[src/shared/xrd_map.svh]
// Register offsets, field positions, reset values and counter constants of the diagnostic bank
`ifndef XRD_MAP_SVH
`define XRD_MAP_SVH
`define XRD_ADDR_LANE1_CNT 16'h8011
`define XRD_ADDR_LANE2_CNT 16'h8012
`define XRD_ADDR_LANE3_CNT 16'h8013
`define XRD_ADDR_SYNC_STATE 16'h8014
`define XRD_ADDR_ALIGN_STAT 16'h8015
`define XRD_ADDR_SYNC_STAT 16'h8016
`define XRD_ADDR_BIT_REV 16'h8017
`define XRD_ADDR_LOOP_CTRL 16'h8018
`define XRD_CNT_RESET 16'hfffd
`define XRD_CNT_MAX 16'hffff
`define XRD_CNT_ONE 16'h0001
`define XRD_CNT_ZERO 16'h0000
`define XRD_BIT_REV_RESET 4'h5
`define XRD_LOOP_RESET 2'h0
`define XRD_REV_XGMII_RX 3
`define XRD_REV_XAUI_RX 2
`define XRD_REV_XGMII_TX 1
`define XRD_REV_XAUI_TX 0
`define XRD_LOOP_XAUI 1
`define XRD_LOOP_XGMII 0
`define XRD_SYNC_ALL_BIT 11
`define XRD_ALIGN_COLL_BIT 0
`define XRD_ZERO16 16'h0000
`endif

[src/shared/xrd_pkg.sv]
// Types for the diagnostic bank
package xrd_pkg;
    // XGMII-side lane word: 32 data plus 4 control
    typedef struct packed {
        logic [31:0] data;
        logic [3:0] ctrl;
    } xrd_xgmii_t;
    // Management access request
    typedef struct packed {
        logic rd;
        logic wr;
        logic [15:0] addr;
        logic [15:0] wdata;
    } xrd_mgmt_req_t;
    // Management read state
    typedef enum logic [1:0] {XRD_IDLE, XRD_ANSWER} xrd_rd_state_t;
endpackage : xrd_pkg

[src/hw/xrd_bit_reverse.sv]
// Optional bit-order reversal of each LANE_W-bit lane symbol in a bus
`timescale 1ns/1ps
module xrd_bit_reverse #(
    parameter int LANES = 4,
    parameter int LANE_W = 10
) (
    input wire logic enable,
    input wire logic [LANES*LANE_W-1:0] din,
    output logic [LANES*LANE_W-1:0] dout
);
    // Mirror each lane's bits when enabled; pure wiring otherwise
    always_comb begin
        dout = din;
        if (enable) begin
            for (int l = 0; l < LANES; l++) begin
                for (int b = 0; b < LANE_W; b++) begin
                    dout[l*LANE_W+b] = din[l*LANE_W+LANE_W-1-b];
                end
            end
        end
    end
endmodule : xrd_bit_reverse

[src/hw/xrd_diag_regs.sv]
// Diagnostic register bank with bit reversal and loopback datapath steering
`timescale 1ns/1ps
`include "xrd_map.svh"
module xrd_diag_regs
    import xrd_pkg::*;
(
    input wire logic clk_sys,
    input wire logic reset_n,
    input wire xrd_mgmt_req_t mgmt_req,
    output logic [15:0] mgmt_rdata,
    output logic mgmt_rvalid,
    input wire logic std_loopback,
    input wire logic align_status,
    input wire logic [3:1] code_err,
    input wire logic [11:0] sync_fsm_state,
    input wire logic [3:0] align_fsm_state,
    input wire logic align_fifo_collision,
    input wire logic all_lanes_synced,
    input wire xrd_xgmii_t xgmii_tx_in,
    output xrd_xgmii_t xgmii_tx_core,
    input wire xrd_xgmii_t rx_decoded,
    output xrd_xgmii_t xgmii_rx_out,
    input wire logic [39:0] tx_encoded,
    output logic [39:0] serdes_tx_out,
    input wire logic [39:0] serdes_rx_a,
    input wire logic [39:0] serdes_rx_b,
    output logic [39:0] rx_core_a,
    output logic [39:0] rx_core_b,
    output logic [3:0] bit_rev_ctrl,
    output logic [1:0] loop_ctrl
);
    logic [3:0] bit_rev_reg;
    logic [3:0] bit_rev_next;
    logic [1:0] loop_reg;
    logic [1:0] loop_next;
    logic coll_latch_reg;
    logic coll_latch_next;
    logic sync_latch_reg;
    logic sync_latch_next;
    logic [15:0] rdata_reg;
    logic [15:0] rdata_next;
    logic rvalid_reg;
    logic rvalid_next;
    xrd_rd_state_t rd_state_reg;
    xrd_rd_state_t rd_state_next;
    logic [3:1] cnt_clear;
    logic [15:0] cnt_val [3:1];
    logic rd_align;
    logic rd_sync;
    logic xaui_loop_on;
    logic xgmii_loop_on;
    logic [31:0] rx_rev_data;
    logic [39:0] rx_a_rev;
    logic [39:0] rx_b_rev;
    logic [39:0] tx_rev;
    logic [39:0] rx_a_sel;
    xrd_xgmii_t tx_src;
    xrd_xgmii_t tx_core_reg;
    xrd_xgmii_t rx_out_reg;
    logic [39:0] ser_tx_reg;
    logic [39:0] rx_a_reg;
    logic [39:0] rx_b_reg;

    // Read strobes for the three counters and the two latched status registers; counters clear on the same read
    always_comb begin
        cnt_clear[1] = mgmt_req.rd && mgmt_req.addr == `XRD_ADDR_LANE1_CNT;
        cnt_clear[2] = mgmt_req.rd && mgmt_req.addr == `XRD_ADDR_LANE2_CNT;
        cnt_clear[3] = mgmt_req.rd && mgmt_req.addr == `XRD_ADDR_LANE3_CNT;
        rd_align = mgmt_req.rd && mgmt_req.addr == `XRD_ADDR_ALIGN_STAT;
        rd_sync = mgmt_req.rd && mgmt_req.addr == `XRD_ADDR_SYNC_STAT;
    end

    // One counter per lane 1..3
    for (genvar g = 1; g <= 3; g++) begin : g_cnt
        xrd_lane_counter #(.WIDTH(16)) u_cnt (
            .clk_sys(clk_sys),
            .reset_n(reset_n),
            .code_err(code_err[g]),
            .aligned(align_status),
            .rd_clear(cnt_clear[g]),
            .count(cnt_val[g])
        );
    end

    // Control writes and latched status; a new event beats the read-clear
    always_comb begin
        bit_rev_next = bit_rev_reg;
        loop_next = loop_reg;
        if (mgmt_req.wr && mgmt_req.addr == `XRD_ADDR_BIT_REV) begin
            bit_rev_next = mgmt_req.wdata[3:0];
        end
        if (mgmt_req.wr && mgmt_req.addr == `XRD_ADDR_LOOP_CTRL) begin
            loop_next = mgmt_req.wdata[1:0];
        end
        coll_latch_next = coll_latch_reg | align_fifo_collision;
        if (rd_align) begin
            coll_latch_next = align_fifo_collision;
        end
        sync_latch_next = sync_latch_reg & all_lanes_synced;
        if (rd_sync) begin
            sync_latch_next = all_lanes_synced;
        end
    end

    // Read data mux, registered one cycle after the strobe
    always_comb begin
        rdata_next = rdata_reg;
        rvalid_next = 1'b0;
        rd_state_next = XRD_IDLE;
        case (rd_state_reg)
            XRD_IDLE, XRD_ANSWER: begin
                if (mgmt_req.rd) begin
                    rvalid_next = 1'b1;
                    rd_state_next = XRD_ANSWER;
                    rdata_next = `XRD_ZERO16;
                    case (mgmt_req.addr)
                        `XRD_ADDR_LANE1_CNT: rdata_next = cnt_val[1];
                        `XRD_ADDR_LANE2_CNT: rdata_next = cnt_val[2];
                        `XRD_ADDR_LANE3_CNT: rdata_next = cnt_val[3];
                        `XRD_ADDR_SYNC_STATE: rdata_next = {4'h0, sync_fsm_state};
                        `XRD_ADDR_ALIGN_STAT: begin
                            rdata_next = {align_fsm_state, 11'h000, coll_latch_reg};
                        end
                        `XRD_ADDR_SYNC_STAT: rdata_next = {4'h0, sync_latch_reg, 11'h000};
                        `XRD_ADDR_BIT_REV: rdata_next = {12'h000, bit_rev_reg};
                        `XRD_ADDR_LOOP_CTRL: rdata_next = {14'h0000, loop_reg};
                        default: rdata_next = `XRD_ZERO16;
                    endcase
                end
            end
            default: rd_state_next = XRD_IDLE;
        endcase
    end

    // Management state registers
    always_ff @(posedge clk_sys) begin
        if (!reset_n) begin
            bit_rev_reg <= `XRD_BIT_REV_RESET;
            loop_reg <= `XRD_LOOP_RESET;
            coll_latch_reg <= 1'b0;
            sync_latch_reg <= 1'b0;
            rdata_reg <= `XRD_ZERO16;
            rvalid_reg <= 1'b0;
            rd_state_reg <= XRD_IDLE;
        end else begin
            bit_rev_reg <= bit_rev_next;
            loop_reg <= loop_next;
            coll_latch_reg <= coll_latch_next;
            sync_latch_reg <= sync_latch_next;
            rdata_reg <= rdata_next;
            rvalid_reg <= rvalid_next;
            rd_state_reg <= rd_state_next;
        end
    end

    // Vendor loopbacks are disabled whenever the standard loopback is on
    assign xaui_loop_on = loop_reg[`XRD_LOOP_XAUI] && !std_loopback;
    assign xgmii_loop_on = loop_reg[`XRD_LOOP_XGMII] && !std_loopback;

    // Reversal stages; XGMII sides treat each 8-bit lane
    xrd_bit_reverse #(.LANES(4), .LANE_W(8)) u_rev_xgmii_rx (
        .enable(bit_rev_reg[`XRD_REV_XGMII_RX]),
        .din(rx_decoded.data),
        .dout(rx_rev_data)
    );
    xrd_bit_reverse #(.LANES(4), .LANE_W(10)) u_rev_rx_a (
        .enable(bit_rev_reg[`XRD_REV_XAUI_RX]),
        .din(serdes_rx_a),
        .dout(rx_a_rev)
    );
    xrd_bit_reverse #(.LANES(4), .LANE_W(10)) u_rev_rx_b (
        .enable(bit_rev_reg[`XRD_REV_XAUI_RX]),
        .din(serdes_rx_b),
        .dout(rx_b_rev)
    );
    xrd_bit_reverse #(.LANES(4), .LANE_W(10)) u_rev_tx (
        .enable(bit_rev_reg[`XRD_REV_XAUI_TX]),
        .din(tx_encoded),
        .dout(tx_rev)
    );
    logic [31:0] tx_in_rev;
    xrd_bit_reverse #(.LANES(4), .LANE_W(8)) u_rev_xgmii_tx (
        .enable(bit_rev_reg[`XRD_REV_XGMII_TX]),
        .din(xgmii_tx_in.data),
        .dout(tx_in_rev)
    );

    // Loopback steering; reversal on B applies to channel B regardless
    always_comb begin
        tx_src.data = tx_in_rev;
        tx_src.ctrl = xgmii_tx_in.ctrl;
        if (xaui_loop_on) begin
            tx_src = rx_decoded;
        end
        rx_a_sel = xgmii_loop_on ? tx_encoded : rx_a_rev;
    end

    // Registered datapath outputs, one cycle of latency each
    always_ff @(posedge clk_sys) begin
        if (!reset_n) begin
            tx_core_reg <= '0;
            rx_out_reg <= '0;
            ser_tx_reg <= '0;
            rx_a_reg <= '0;
            rx_b_reg <= '0;
        end else begin
            tx_core_reg <= tx_src;
            rx_out_reg <= {rx_rev_data, rx_decoded.ctrl};
            ser_tx_reg <= tx_rev;
            rx_a_reg <= rx_a_sel;
            rx_b_reg <= rx_b_rev;
        end
    end

    assign mgmt_rdata = rdata_reg;
    assign mgmt_rvalid = rvalid_reg;
    assign xgmii_tx_core = tx_core_reg;
    assign xgmii_rx_out = rx_out_reg;
    assign serdes_tx_out = ser_tx_reg;
    assign rx_core_a = rx_a_reg;
    assign rx_core_b = rx_b_reg;
    assign bit_rev_ctrl = bit_rev_reg;
    assign loop_ctrl = loop_reg;
endmodule : xrd_diag_regs

[src/hw/xrd_lane_counter.sv]
// Saturating, freeze-capable, clear-on-read code error counter
`timescale 1ns/1ps
`include "xrd_map.svh"
module xrd_lane_counter #(
    parameter int WIDTH = 16
) (
    input wire logic clk_sys,
    input wire logic reset_n,
    input wire logic code_err,
    input wire logic aligned,
    input wire logic rd_clear,
    output logic [WIDTH-1:0] count
);
    logic [WIDTH-1:0] count_reg;
    logic [WIDTH-1:0] count_next;
    // Next value; a read clears, an error in the same cycle then counts as one
    always_comb begin
        count_next = count_reg;
        if (rd_clear) begin
            count_next = `XRD_CNT_ZERO;
            if (code_err && aligned) begin
                count_next = `XRD_CNT_ONE;
            end
        end else if (code_err && aligned && count_reg != `XRD_CNT_MAX) begin
            count_next = WIDTH'(count_reg + `XRD_CNT_ONE);
        end
    end
    // Register
    always_ff @(posedge clk_sys) begin
        if (!reset_n) begin
            count_reg <= `XRD_CNT_RESET;
        end else begin
            count_reg <= count_next;
        end
    end
    assign count = count_reg;
endmodule : xrd_lane_counter

[config.mk]
export PLATFORM = sky130hd
export DESIGN_NAME = xrd_diag_regs
export DESIGN_NICKNAME = d
export VERILOG_FILES = /design/src/shared/xrd_pkg.sv /design/src/hw/xrd_bit_reverse.sv /design/src/hw/xrd_diag_regs.sv /design/src/hw/xrd_lane_counter.sv
export VERILOG_INCLUDE_DIRS = /design/src /design/src/shared
export SDC_FILE = /design/constraint.sdc
export NUM_CORES = 1
export LEC_CHECK = 0
export BUFFER_PORTS_ARGS = -buffer_cell sky130_fd_sc_hd__buf_2
export CORE_AREA = 2 2 184 186
export CTS_BUF_LIST = sky130_fd_sc_hd__clkbuf_8
export CTS_CLUSTER_DIAMETER = 120
export DETAILED_ROUTE_END_ITERATION = 8
export DIE_AREA = 0 0 186 188
export PLACE_DENSITY = 0.72
export SYNTH_ARGS = -nofsm -noshare
export SYNTH_HDL_FRONTEND = slang
export SYNTH_HIERARCHICAL = 1
export SYNTH_SLANG_ARGS = --single-unit
[constraint.sdc]
create_clock -name clk_sys -period 8.98 [get_ports clk_sys]
set_clock_uncertainty 0.15 [all_clocks]
set_input_delay 1.796 -clock clk_sys [delete_from_list [all_inputs] [get_ports clk_sys]]
set_output_delay 1.796 -clock clk_sys [all_outputs]
set_load 0.005 [all_outputs]
# Word level (Yosys, flattened, before mapping)
# Index checks and enable logic that the tools add are counted.
dict set report op_classes {
  bitwise_logic 2
  eq_ne 12
  reduce_logical 23
  n_mux 21
  n_addsub 3
}
# cell count
set ops {}
lappend ops {{two-way mux 40 bit} 4}
lappend ops {{== test 16 bit (second input constant)} 8}
lappend ops {{case mux 16 bit (8 select lines)} 1}
lappend ops {{two-way mux 16 bit} 6}
lappend ops {{two-way mux 32 bit} 2}
lappend ops {{adder 16 x 1 -> 16 bit (second input constant)} 3}
lappend ops {{inequality test 16 bit (second input constant)} 3}
lappend ops {{two-way mux 36 bit} 1}
lappend ops {{logical AND 1 bit} 15}
lappend ops {{two-way mux 1 bit} 7}
lappend ops {{nonzero test 2 bit} 3}
lappend ops {{AND reduction 2 bit} 2}
lappend ops {{== test 2 x 1 -> 1 bit (second input constant)} 1}
lappend ops {{logical NOT 2 bit} 1}
lappend ops {{OR reduction 2 bit} 1}
lappend ops {{AND 1 bit} 1}
lappend ops {{logical NOT 1 bit} 1}
lappend ops {{OR 1 bit} 1}
dict set report word_totals {
  out_inout_bits 215
  inputBits 251
  register_bits 267
}

# Logic depth before layout (Yosys ltp)
# Gate-level depths: netlist of run 1.
dict set report logic_depth {
  ltp_word 4
  depth_mapped 9
}

# Hierarchy
# Netlist of run 1, hierarchy kept.
# mod cells_per_inst area_per_inst_um2 n_inst
set modules_own_cells {}
lappend modules_own_cells {xrd_diag_regs 750 7395.8 1}
lappend modules_own_cells {xrd_lane_counter 110 935.9 3}
lappend modules_own_cells {{xrd_bit_reverse (u_rev_rx_a ...)} 44 495.5 3}
lappend modules_own_cells {{xrd_bit_reverse (u_rev_xgmii_rx ...)} 36 544.3 2}

# Worst setup path before layout of run 1
# OpenSTA, ideal clock, no wires.
dict set report synth_timing {
  path_kind {input to register}
  from {input mgmt_req[29] (netlist name)}
  to {register g_cnt[3].u_cnt.count_reg[11]}
  setup_ns 0.150
  t_arrival_ns 3.898
  slack_ns 4.781
  cell_stages 9
  required_time_ns 8.680
  cell_sequence {or4b_1 -> buf_2 -> nor4_1 -> buf_2 -> and2_1 -> inv_1 -> clkbuf_1 -> o311ai_0 -> o311ai_0}
}
dict set report synth_via {
  elab_chain_len 3
  elab_cells_between_ends 4
}
# element line
set synth_rtl {}
lappend synth_rtl {{start, declared} xrd_diag_regs.sv:9} ;# input wire xrd_mgmt_req_t mgmt_req,
lappend synth_rtl {{== test 16 bit *} -}
lappend synth_rtl {{logical AND 1 bit (no line) *} -}
lappend synth_rtl {{named net cnt_clear, one bit} xrd_diag_regs.sv:46} ;# logic [3:1] cnt_clear;
lappend synth_rtl {{two-way mux 16 bit / nonzero test 2 bit (equally long branches)} -}
lappend synth_rtl {{end signal, assigned} xrd_lane_counter.sv:31} ;# count_reg <= `XRD_CNT_RESET;
lappend synth_rtl {{end signal, assigned} xrd_lane_counter.sv:33} ;# count_reg <= count_next;
lappend synth_rtl {{end, declared} xrd_lane_counter.sv:14} ;# logic [WIDTH-1:0] count_reg;
# The timed path passes the listed nets; every way through them passes the cells marked *.
# A chain may end at the register's enable or synchronous reset.

# Worst setup path in the final report of run 1
dict set report layout_timing {
  from {input mgmt_req[21] (netlist name)}
  to {register g_cnt[2].u_cnt.count_reg[9]}
}
dict set report layout_via {
  elab_chain_len 3
  elab_cells_between_ends 4
}
# element line
set layout_rtl {}
lappend layout_rtl {{== test 16 bit *} -}
lappend layout_rtl {{logical AND 1 bit (no line) *} -}
lappend layout_rtl {{named net cnt_clear, one bit} xrd_diag_regs.sv:46}
lappend layout_rtl {{two-way mux 16 bit / nonzero test 2 bit (equally long branches)} -}
lappend layout_rtl {{end signal, assigned} xrd_lane_counter.sv:31}
lappend layout_rtl {{end signal, assigned} xrd_lane_counter.sv:33}
lappend layout_rtl {{end, declared} xrd_lane_counter.sv:14}
# Marked as above.

==> results of run 1 <==
## layout make-up
class | count | area, µm²
diodes | 8 | 20.0
clock buffers | 60 | 826
clock inverters | 22 | 123
fillers | 3145 | 17000
inverters | 10 | 37.5
multi-input cells | 922 | 6880
flip-flops and latches | 265 | 5310
well taps | 448 | 561
repair buffers | 464 | 2360
## report_power, final
part / total, mW / switching, mW / internal [mW]
Combinational: 0.306 / 0.148 / 0.158
Clock: 1.12 / 0.495 / 0.626
Sequential: 1.25 / 0.0220 / 1.23
Total: 2.68 / 0.666 / 2.01
## worst paths after layout
kind                                               end  slack, ns  cells past startpoint                                  from
setup reg to reg  g_cnt[1].u_cnt/count[0]$_SDFFE_PN1P_       6.74                      6  g_cnt[1].u_cnt/count[0]$_SDFFE_PN1P_
hold reg to reg            mgmt_rdata[13]$_SDFFE_PN0P_       0.33                      1           mgmt_rdata[13]$_SDFFE_PN0P_
setup / recovery  g_cnt[2].u_cnt/count[9]$_SDFFE_PN1P_       4.69                      9                          mgmt_req[21]
hold / removal             mgmt_rdata[13]$_SDFFE_PN0P_       0.33                      1           mgmt_rdata[13]$_SDFFE_PN0P_
## worst max-delay path: cells and delay by family
kind	cells	cell delay, ns
buffers and inverters	3	0.68
AOI/OAI and AO/OA	2	0.30
and+or+nand+nor	4	1.72
## Yosys cell counts (all sizes together) (2+ instances only)
cell     instances  area share (%)
nand3           42             1.8
a22oi           24             1.4
or3              7            0.38
inv             10            0.29
nand4           25             1.5
nand2          202             5.9
and2           128             6.3
o41ai            3            0.21
a311o            3            0.24
a21boi          77             4.5
o21a             3            0.18
o21ai           23            0.90
clkbuf          53             1.6
o2111ai          6            0.41
or4bb            2            0.18
and3             4            0.20
nor3b            2            0.12
or4             16             1.0
a21o             3            0.18
buf             34             2.9
o31a             3            0.21
o21bai           3            0.18
dfxtp          265              42
o311ai          21             1.4
ha               3            0.29
o31ai            6            0.35
mux2i           11            0.86
nor4            11            0.64
nor3             9            0.39
a22o            14            0.96
a31o             6            0.41
mux2           188              18
nor2b           16            0.78
and4            12            0.88
a31oi            2           0.098
or4b             5            0.39
nand2b           4            0.20
a21oi            5            0.20
nor2            13            0.40
a32oi            4            0.27
o211ai          12            0.71
## logic make-up (layout without fill, tap and decap cells)
| kind of cell | Yosys count | after routing | synth area share, % |
|---|---|---|---|
| AOI/OAI and AO/OA | 220 | 220 | 13.0 |
| other | 0 | 8 | 0 |
| adders and majority gates | 3 | 3 | 0.294 |
| xor gates and xnor gates | 1 | 1 | 0.0686 |
| muxes | 199 | 199 | 19.2 |
| and+or+nand+nor | 499 | 499 | 21.2 |
| buffers and inverters | 97 | 556 | 4.78 |
| DFF | 265 | 265 | 41.5 |
## routing by layer
layer / part of all wire, % / GRT usage [%] / vias to the layer above
li1: - / - / 5477
met1: 40 / 26.0 / 5319
met2: 49 / 36.8 / 517
met3: 7.5 / 5.44 / 111
met4: 4.2 / 10.4 / 6
met5: 0.099 / 0 / -
## through the flow
| stage | power, mW | cells | hold WS [ns] | cell area (µm²) |
|---|---|---|---|---|
| 6_report | 2.68 | 2199 | 0.331 | 16100 |
| 5_1_grt | 2.81 | 2198 | 0.349 | 16100 |
| 4_1_cts | 2.71 | 2191 | 0.332 | 16100 |
| 3_5_place_dp | 1.58 | 2109 | 0.308 | 15100 |
| 3_3_place_gp | 1.57 | 2109 | 0.305 | 15100 |
| 2_1_floorplan | 1.43 | 1284 | 0.287 | 12800 |
==> qor.txt, run 1 <==
Minimum clock period = 4.29 ns
Cts hold-fix bufs = 0
Post-DP HPWL = 29900 µm
Post-synth EDFFs = 0
Asr flop ratio synth = 0%
Post-cts resize count = 0
Clk_lat worst skew = 0.55 ns
CP max stage cell = or4b_1
Final Util = 48.7%
Data arrival, critical path = 4.50 ns
Min-Delay Path Class = reg -> reg
Crit end category = flop
Overflow left after global routing = 0
Unique cell type count in the Yosys netlist = 61
Port bufs = 453
Routed WL = 40500 µm
CP max FO = 15
Crit path cell chain = buf_2, or4b_1, nor4_2, buf_4, and2_1, inv_1, nand4_1, o21bai_1, o311ai_0
Setup Buffers After CTS = 0
Unrepaired setup endpoints after global routing = no
Core box area = 33100 µm²
Starting Density = 38.6%
Initial DRC Count = 626
Max reg flops = 48
Post-Syn Area = 12800 µm²
Lkg Pwr = 7.49 nW
Die Span Y = 188 µm
Fin nets = 1966
Share of cells above drive strength 1 = 43.5%
Pwr dens = 166 nW/µm²
CTS H-Tree Depth = 2
Worst IR drop on VDD = 0.116 mV
Initial antenna violation count = 11
Floorplan row count = 67
Clock slew at the register clock pins of the worst setup and hold paths = 0.06 ns
Final worst setup slack = 4.69 ns
I/O pin total = 466
Most used DFF post-synth = dfxtp_1
Synthesized Nets = 1538
Routed vias/inst = 5.20
Synthesis Warnings = 6
Fin. max-slew vios = 0
Setup Crit Path Kind = in -> reg
Worst-Margin Slew = 1.16 ns
Most frequent cells in the layout = buf_2, dfxtp_1, nand2_1, mux2_2, and2_1
DIE WIDTH = 186 µm
Post-synthesis register bit count = 265
Die area = 35000 µm²
Post-route setup TNS = 0 ns
Number of global-route vias before repair = 10600
Routability cong. = 0.913
Sink Count = 265
Slew HR = 22.1%
Crit path largest cell delay = 0.75 ns
Max Freq = 233 MHz
Routed Antenna Nets = 0
Post-synthesis sequential area ratio = 41.5%
CTS tree = yes
CP startpoint kind = input port
Max-cap violations = 0
Pre-Repair DR Iteration Count = 5
Worst EP required = 9.20 ns
Routed len/inst = 18.4 µm
Setup violators final = 0
Mean Syn Cell Area = 9.95 µm²
First-pass GRT wire length = 59700 µm
Vias post-DR = 11400
DRC = 0
Most common cell after layout, fill and taps aside = buf_2
Gr usage total = 21.9%
Instance count of the mapped netlist = 1284
Largest net degree at the start of global routing = 131
Fin. Hold Viols = 0
TritonCTS Buffers = 49
Outcome = complete, no violations
Root buf cell = clkbuf_8
Bufs on Longest Clock Path = 3
Share of the clock period used by the worst path = 47.8%
Worst slack, placed = 4.19 ns
Syn-to-layout area delta = 26.1%
Power figures use the tool's default switching activity.
==> inputs of run 2 (changes only) <==
- ABC_AREA: unset -> 1
- CORE_AREA: 2 2 184 186 -> 2 2 179 181
- DIE_AREA: 0 0 186 188 -> 0 0 181 183
- PLACE_DENSITY: 0.72 -> 0.81
- clock period: 8.98 -> 3.9 ns (I/O delays scaled with it)
==> qor.txt, run 2 <==
Share of the clock period used by the worst path = 64.8%
Max reg flops = 48 (unchanged)
Cts hold-fix bufs = 0 (unchanged)
Root buf cell = clkbuf_8
RR Startpoint = loop_ctrl[0]$_SDFFE_PN0P_
Unrepaired setup endpoints after global routing = no
Sequential share of power = 44.9% (-1.8 points)
Initial antenna violation count = 7 (-4)
Vias post-DR = 14500 (+27%)
Die Span Y = 183 µm (-2.7%)
Fillers = 3026 (-3.8%)
Port bufs = 453 (unchanged)
Sw frac = 26.9% (+2.0 points)
Crit path cell chain = buf_2
Post-synthesis sequential area ratio = 39.1% (-2.5 points)
Worst R2R End = rx_core_a[16]$_SDFF_PN0_
Data arrival, critical path = 1.60 ns (-2.90 ns)
Crit path largest cell delay = 0.78 ns (+0.03 ns)
Final Util = 53.0% (+4.4 points)
Max Freq = 396 MHz
Routed len/inst = 16.2 µm (-12%)
Post-synthesis register bit count = 265 (unchanged)
CTS tree = yes
Synth top area cells = dfxtp_1, nand2_1, nor2_1, nand3_1, inv_1
Floorplan row count = 65 (-3.0%)
Min-Delay Path Class = in -> reg
Routability cong. = 0.959 (+5.0%)
Worst R2R Path Depth = 6 (unchanged)
Fin nets = 2714 (+38%)
Delay-heaviest family, CP = flip-flops
Routed WL = 47000 µm (+16%)
Post-synth EDFFs = 0 (unchanged)
Routed vias/inst = 5.00 (-3.7%)
Post-cts resize count = 0 (unchanged)
Hold path cells = 3 (+2)
Bufs on Longest Clock Path = 3 (unchanged)
TritonCTS Buffers = 47 (-4.1%)
Post-synth top cells = nand2_1, dfxtp_1, nor2_1, inv_1, nand3_1
Number of global-route vias before repair = 13400 (+27%)
Register-to-register setup slack = 1.81 ns (-4.93 ns)
Post-route setup TNS = 0 ns (unchanged)
Worst EP required = 2.97 ns (-6.23 ns)
Outcome = complete, no violations
Initial DRC Count = 1139 (+82%)
Largest net degree at the start of global routing = 104 (-21%)
Synth top area share = 39.1% (-2.5 points)
CP bufs+invs = 1 (-2)
Lkg Pwr = 9.76 nW (+30%)
Starting Density = 43.5% (+4.9 points)
First-pass GRT wire length = 72100 µm (+21%)
Clock slew at the register clock pins of the worst setup and hold paths = 0.06 ns (about the same)
Setup violators final = 0 (unchanged)
Worst slack, placed = 0.835 ns (-3.36 ns)
Pwr dens = 396 nW/µm² (+140%)
Post-Syn Area = 13600 µm² (+6.3%)
Routed Antenna Nets = 0 (unchanged)
Asr flop ratio synth = 0% (unchanged)
Mean Syn Cell Area = 6.63 µm² (-33%)
CP max stage cell = dfxtp_4
Most numerous cell in the Yosys netlist = nand2_1
Core box area = 31200 µm² (-5.7%)
Comb power frac = 12.7% (+1.3 points)
Most used DFF post-synth = dfxtp_1
CP max FO = 52 (+37)
Fin. max-slew vios = 0 (unchanged)
Sw power = 1.76 mW (+160%)
Share of cells above drive strength 1 = 26.1% (-17 points)
Fin Hold WS = 0.263 ns (-0.0680 ns)
Most common cell after layout, fill and taps aside = nand2_1
Hold Startpoint = mgmt_req[2]
Fin. Hold Viols = 0 (unchanged)
Slew HR = 37.0% (+15 points)
Worst-Margin Slew = 0.943 ns (-0.214 ns)
Overflow left after global routing = 0 (unchanged)
Max-cap violations = 0 (unchanged)
Final worst setup slack = 1.37 ns (-3.32 ns)
Unique cell type count in the Yosys netlist = 32 (-48%)
CP startpoint kind = flop
Hold path endpoint = bit_rev_ctrl[2]$_SDFFE_PN1P_
Leading area contributor after synthesis = dfxtp_1
Clk_lat worst skew = 0.56 ns (about the same)
DIE WIDTH = 181 µm (-2.7%)
Gr usage total = 27.4% (+5.5 points)
Worst IR drop on VDD = 0.207 mV (+79%)
Minimum clock period = 2.53 ns
Most frequent cells in the layout = nand2_1, buf_2, dfxtp_1, nor2_1, inv_1
DRC = 0 (unchanged)
Synthesized Nets = 2303 (+50%)
CTS H-Tree Depth = 2 (unchanged)
Post-DP HPWL = 35200 µm (+18%)
I/O pin total = 466 (unchanged)
Pre-Repair DR Iteration Count = 5 (unchanged)
Die area = 33100 µm² (-5.3%)
Crit end category = output port
Instance count of the mapped netlist = 2049 (+60%)
Synthesis Warnings = 6 (unchanged)
Sink Count = 265 (unchanged)
Clock network power share = 42.4% (+0.5 points)
Syn-to-layout area delta = 21.9%
Internal power = 4.79 mW (+140%)
Setup Buffers After CTS = 0 (unchanged)
Setup Crit Path Kind = reg -> out
==> run 2: cell count changes in the layout (fill, tap and decap cells not counted), moves of 24 or more <==
| cell | change |
|---|---|
| o21ai_0 | +74 |
| inv_1 | +177 |
| mux2_4 | -60 |
| and2_1 | -125 |
| a22oi_1 | -24 |
| a21boi_0 | -77 |
| nand3_1 | +119 |
| nand2_2 | +55 |
| mux2_2 | -128 |
| nor2_1 | +206 |
| nand2_1 | +628 |
==> run 2: cell type report <==
cell class	instances	area, µm²	share of cell area [%]
flip-flops and latches	265	5310	32.1
well taps	402	503	3.04
inverters	196	773	4.67
clock buffers	58	798	4.82
repair buffers	468	2400	14.5
diodes	7	17.5	0.106
multi-input cells	1482	6550	39.5
clock inverters	26	215	1.30
==> run 2: worst max path at each step <==
stage                                 startpoint                                    end  slack, ns  depth (start not counted)
detailed placement                  mgmt_req[33]   g_cnt[2].u_cnt/count[3]$_SDFFE_PN1P_       0.84                          6
CTS                 bit_rev_ctrl[2]$_SDFFE_PN1P_                        bit_rev_ctrl[2]       1.33                          1
global placement                    mgmt_req[27]   g_cnt[2].u_cnt/count[0]$_SDFFE_PN1P_       0.85                         10
finish              bit_rev_ctrl[2]$_SDFFE_PN1P_                        bit_rev_ctrl[2]       1.37                          1
floorplan                           mgmt_req[20]  g_cnt[2].u_cnt/count[10]$_SDFFE_PN1P_       1.32                         11
global route                        mgmt_req[19]   g_cnt[3].u_cnt/count[0]$_SDFFE_PN1P_       1.12                         11
==> run 2: per-layer routing <==
metal | track usage (%) | vias up | part of all wire [%]
li1 | - | 7081 | -
met1 | 33.3 | 6569 | 40
met2 | 45.2 | 697 | 46
met3 | 5.18 | 182 | 7.8
met4 | 16.6 | 2 | 6.5
met5 | 0 | - | 0.028
==> run 2: logic make-up after synthesis <==
logic type | after synthesis | synth area share (%)
flip-flops | 265 | 39.1
adder cells (fa/ha/maj) | 3 | 0.276
buffers and inverters | 302 | 12.8
AND/OR/NAND/NOR | 1330 | 41.4
AO/OA/AOI/OAI | 122 | 4.80
XOR/XNOR | 27 | 1.74
==> run 2: through the flow <==
step / cells / total power [mW] / instance area, µm²
after floorplan: 2049 / 3.42 / 13600
after global placement: 2813 / 3.79 / 15500
after detailed placement: 2813 / 3.82 / 15500
after CTS: 2897 / 6.60 / 16500
after global routing: 2902 / 6.83 / 16600
final: 2904 / 6.55 / 16600
==> run 2: power by group through the flow <==
stage | clock, mW | sequential, mW | combinational (mW)
2_1_floorplan | 0 | 2.99 | 0.425
3_3_place_gp | 0 | 2.99 | 0.794
3_5_place_dp | 0 | 3.00 | 0.819
4_1_cts | 2.83 | 2.94 | 0.824
6_report | 2.78 | 2.94 | 0.833
5_1_grt | 2.95 | 2.96 | 0.933
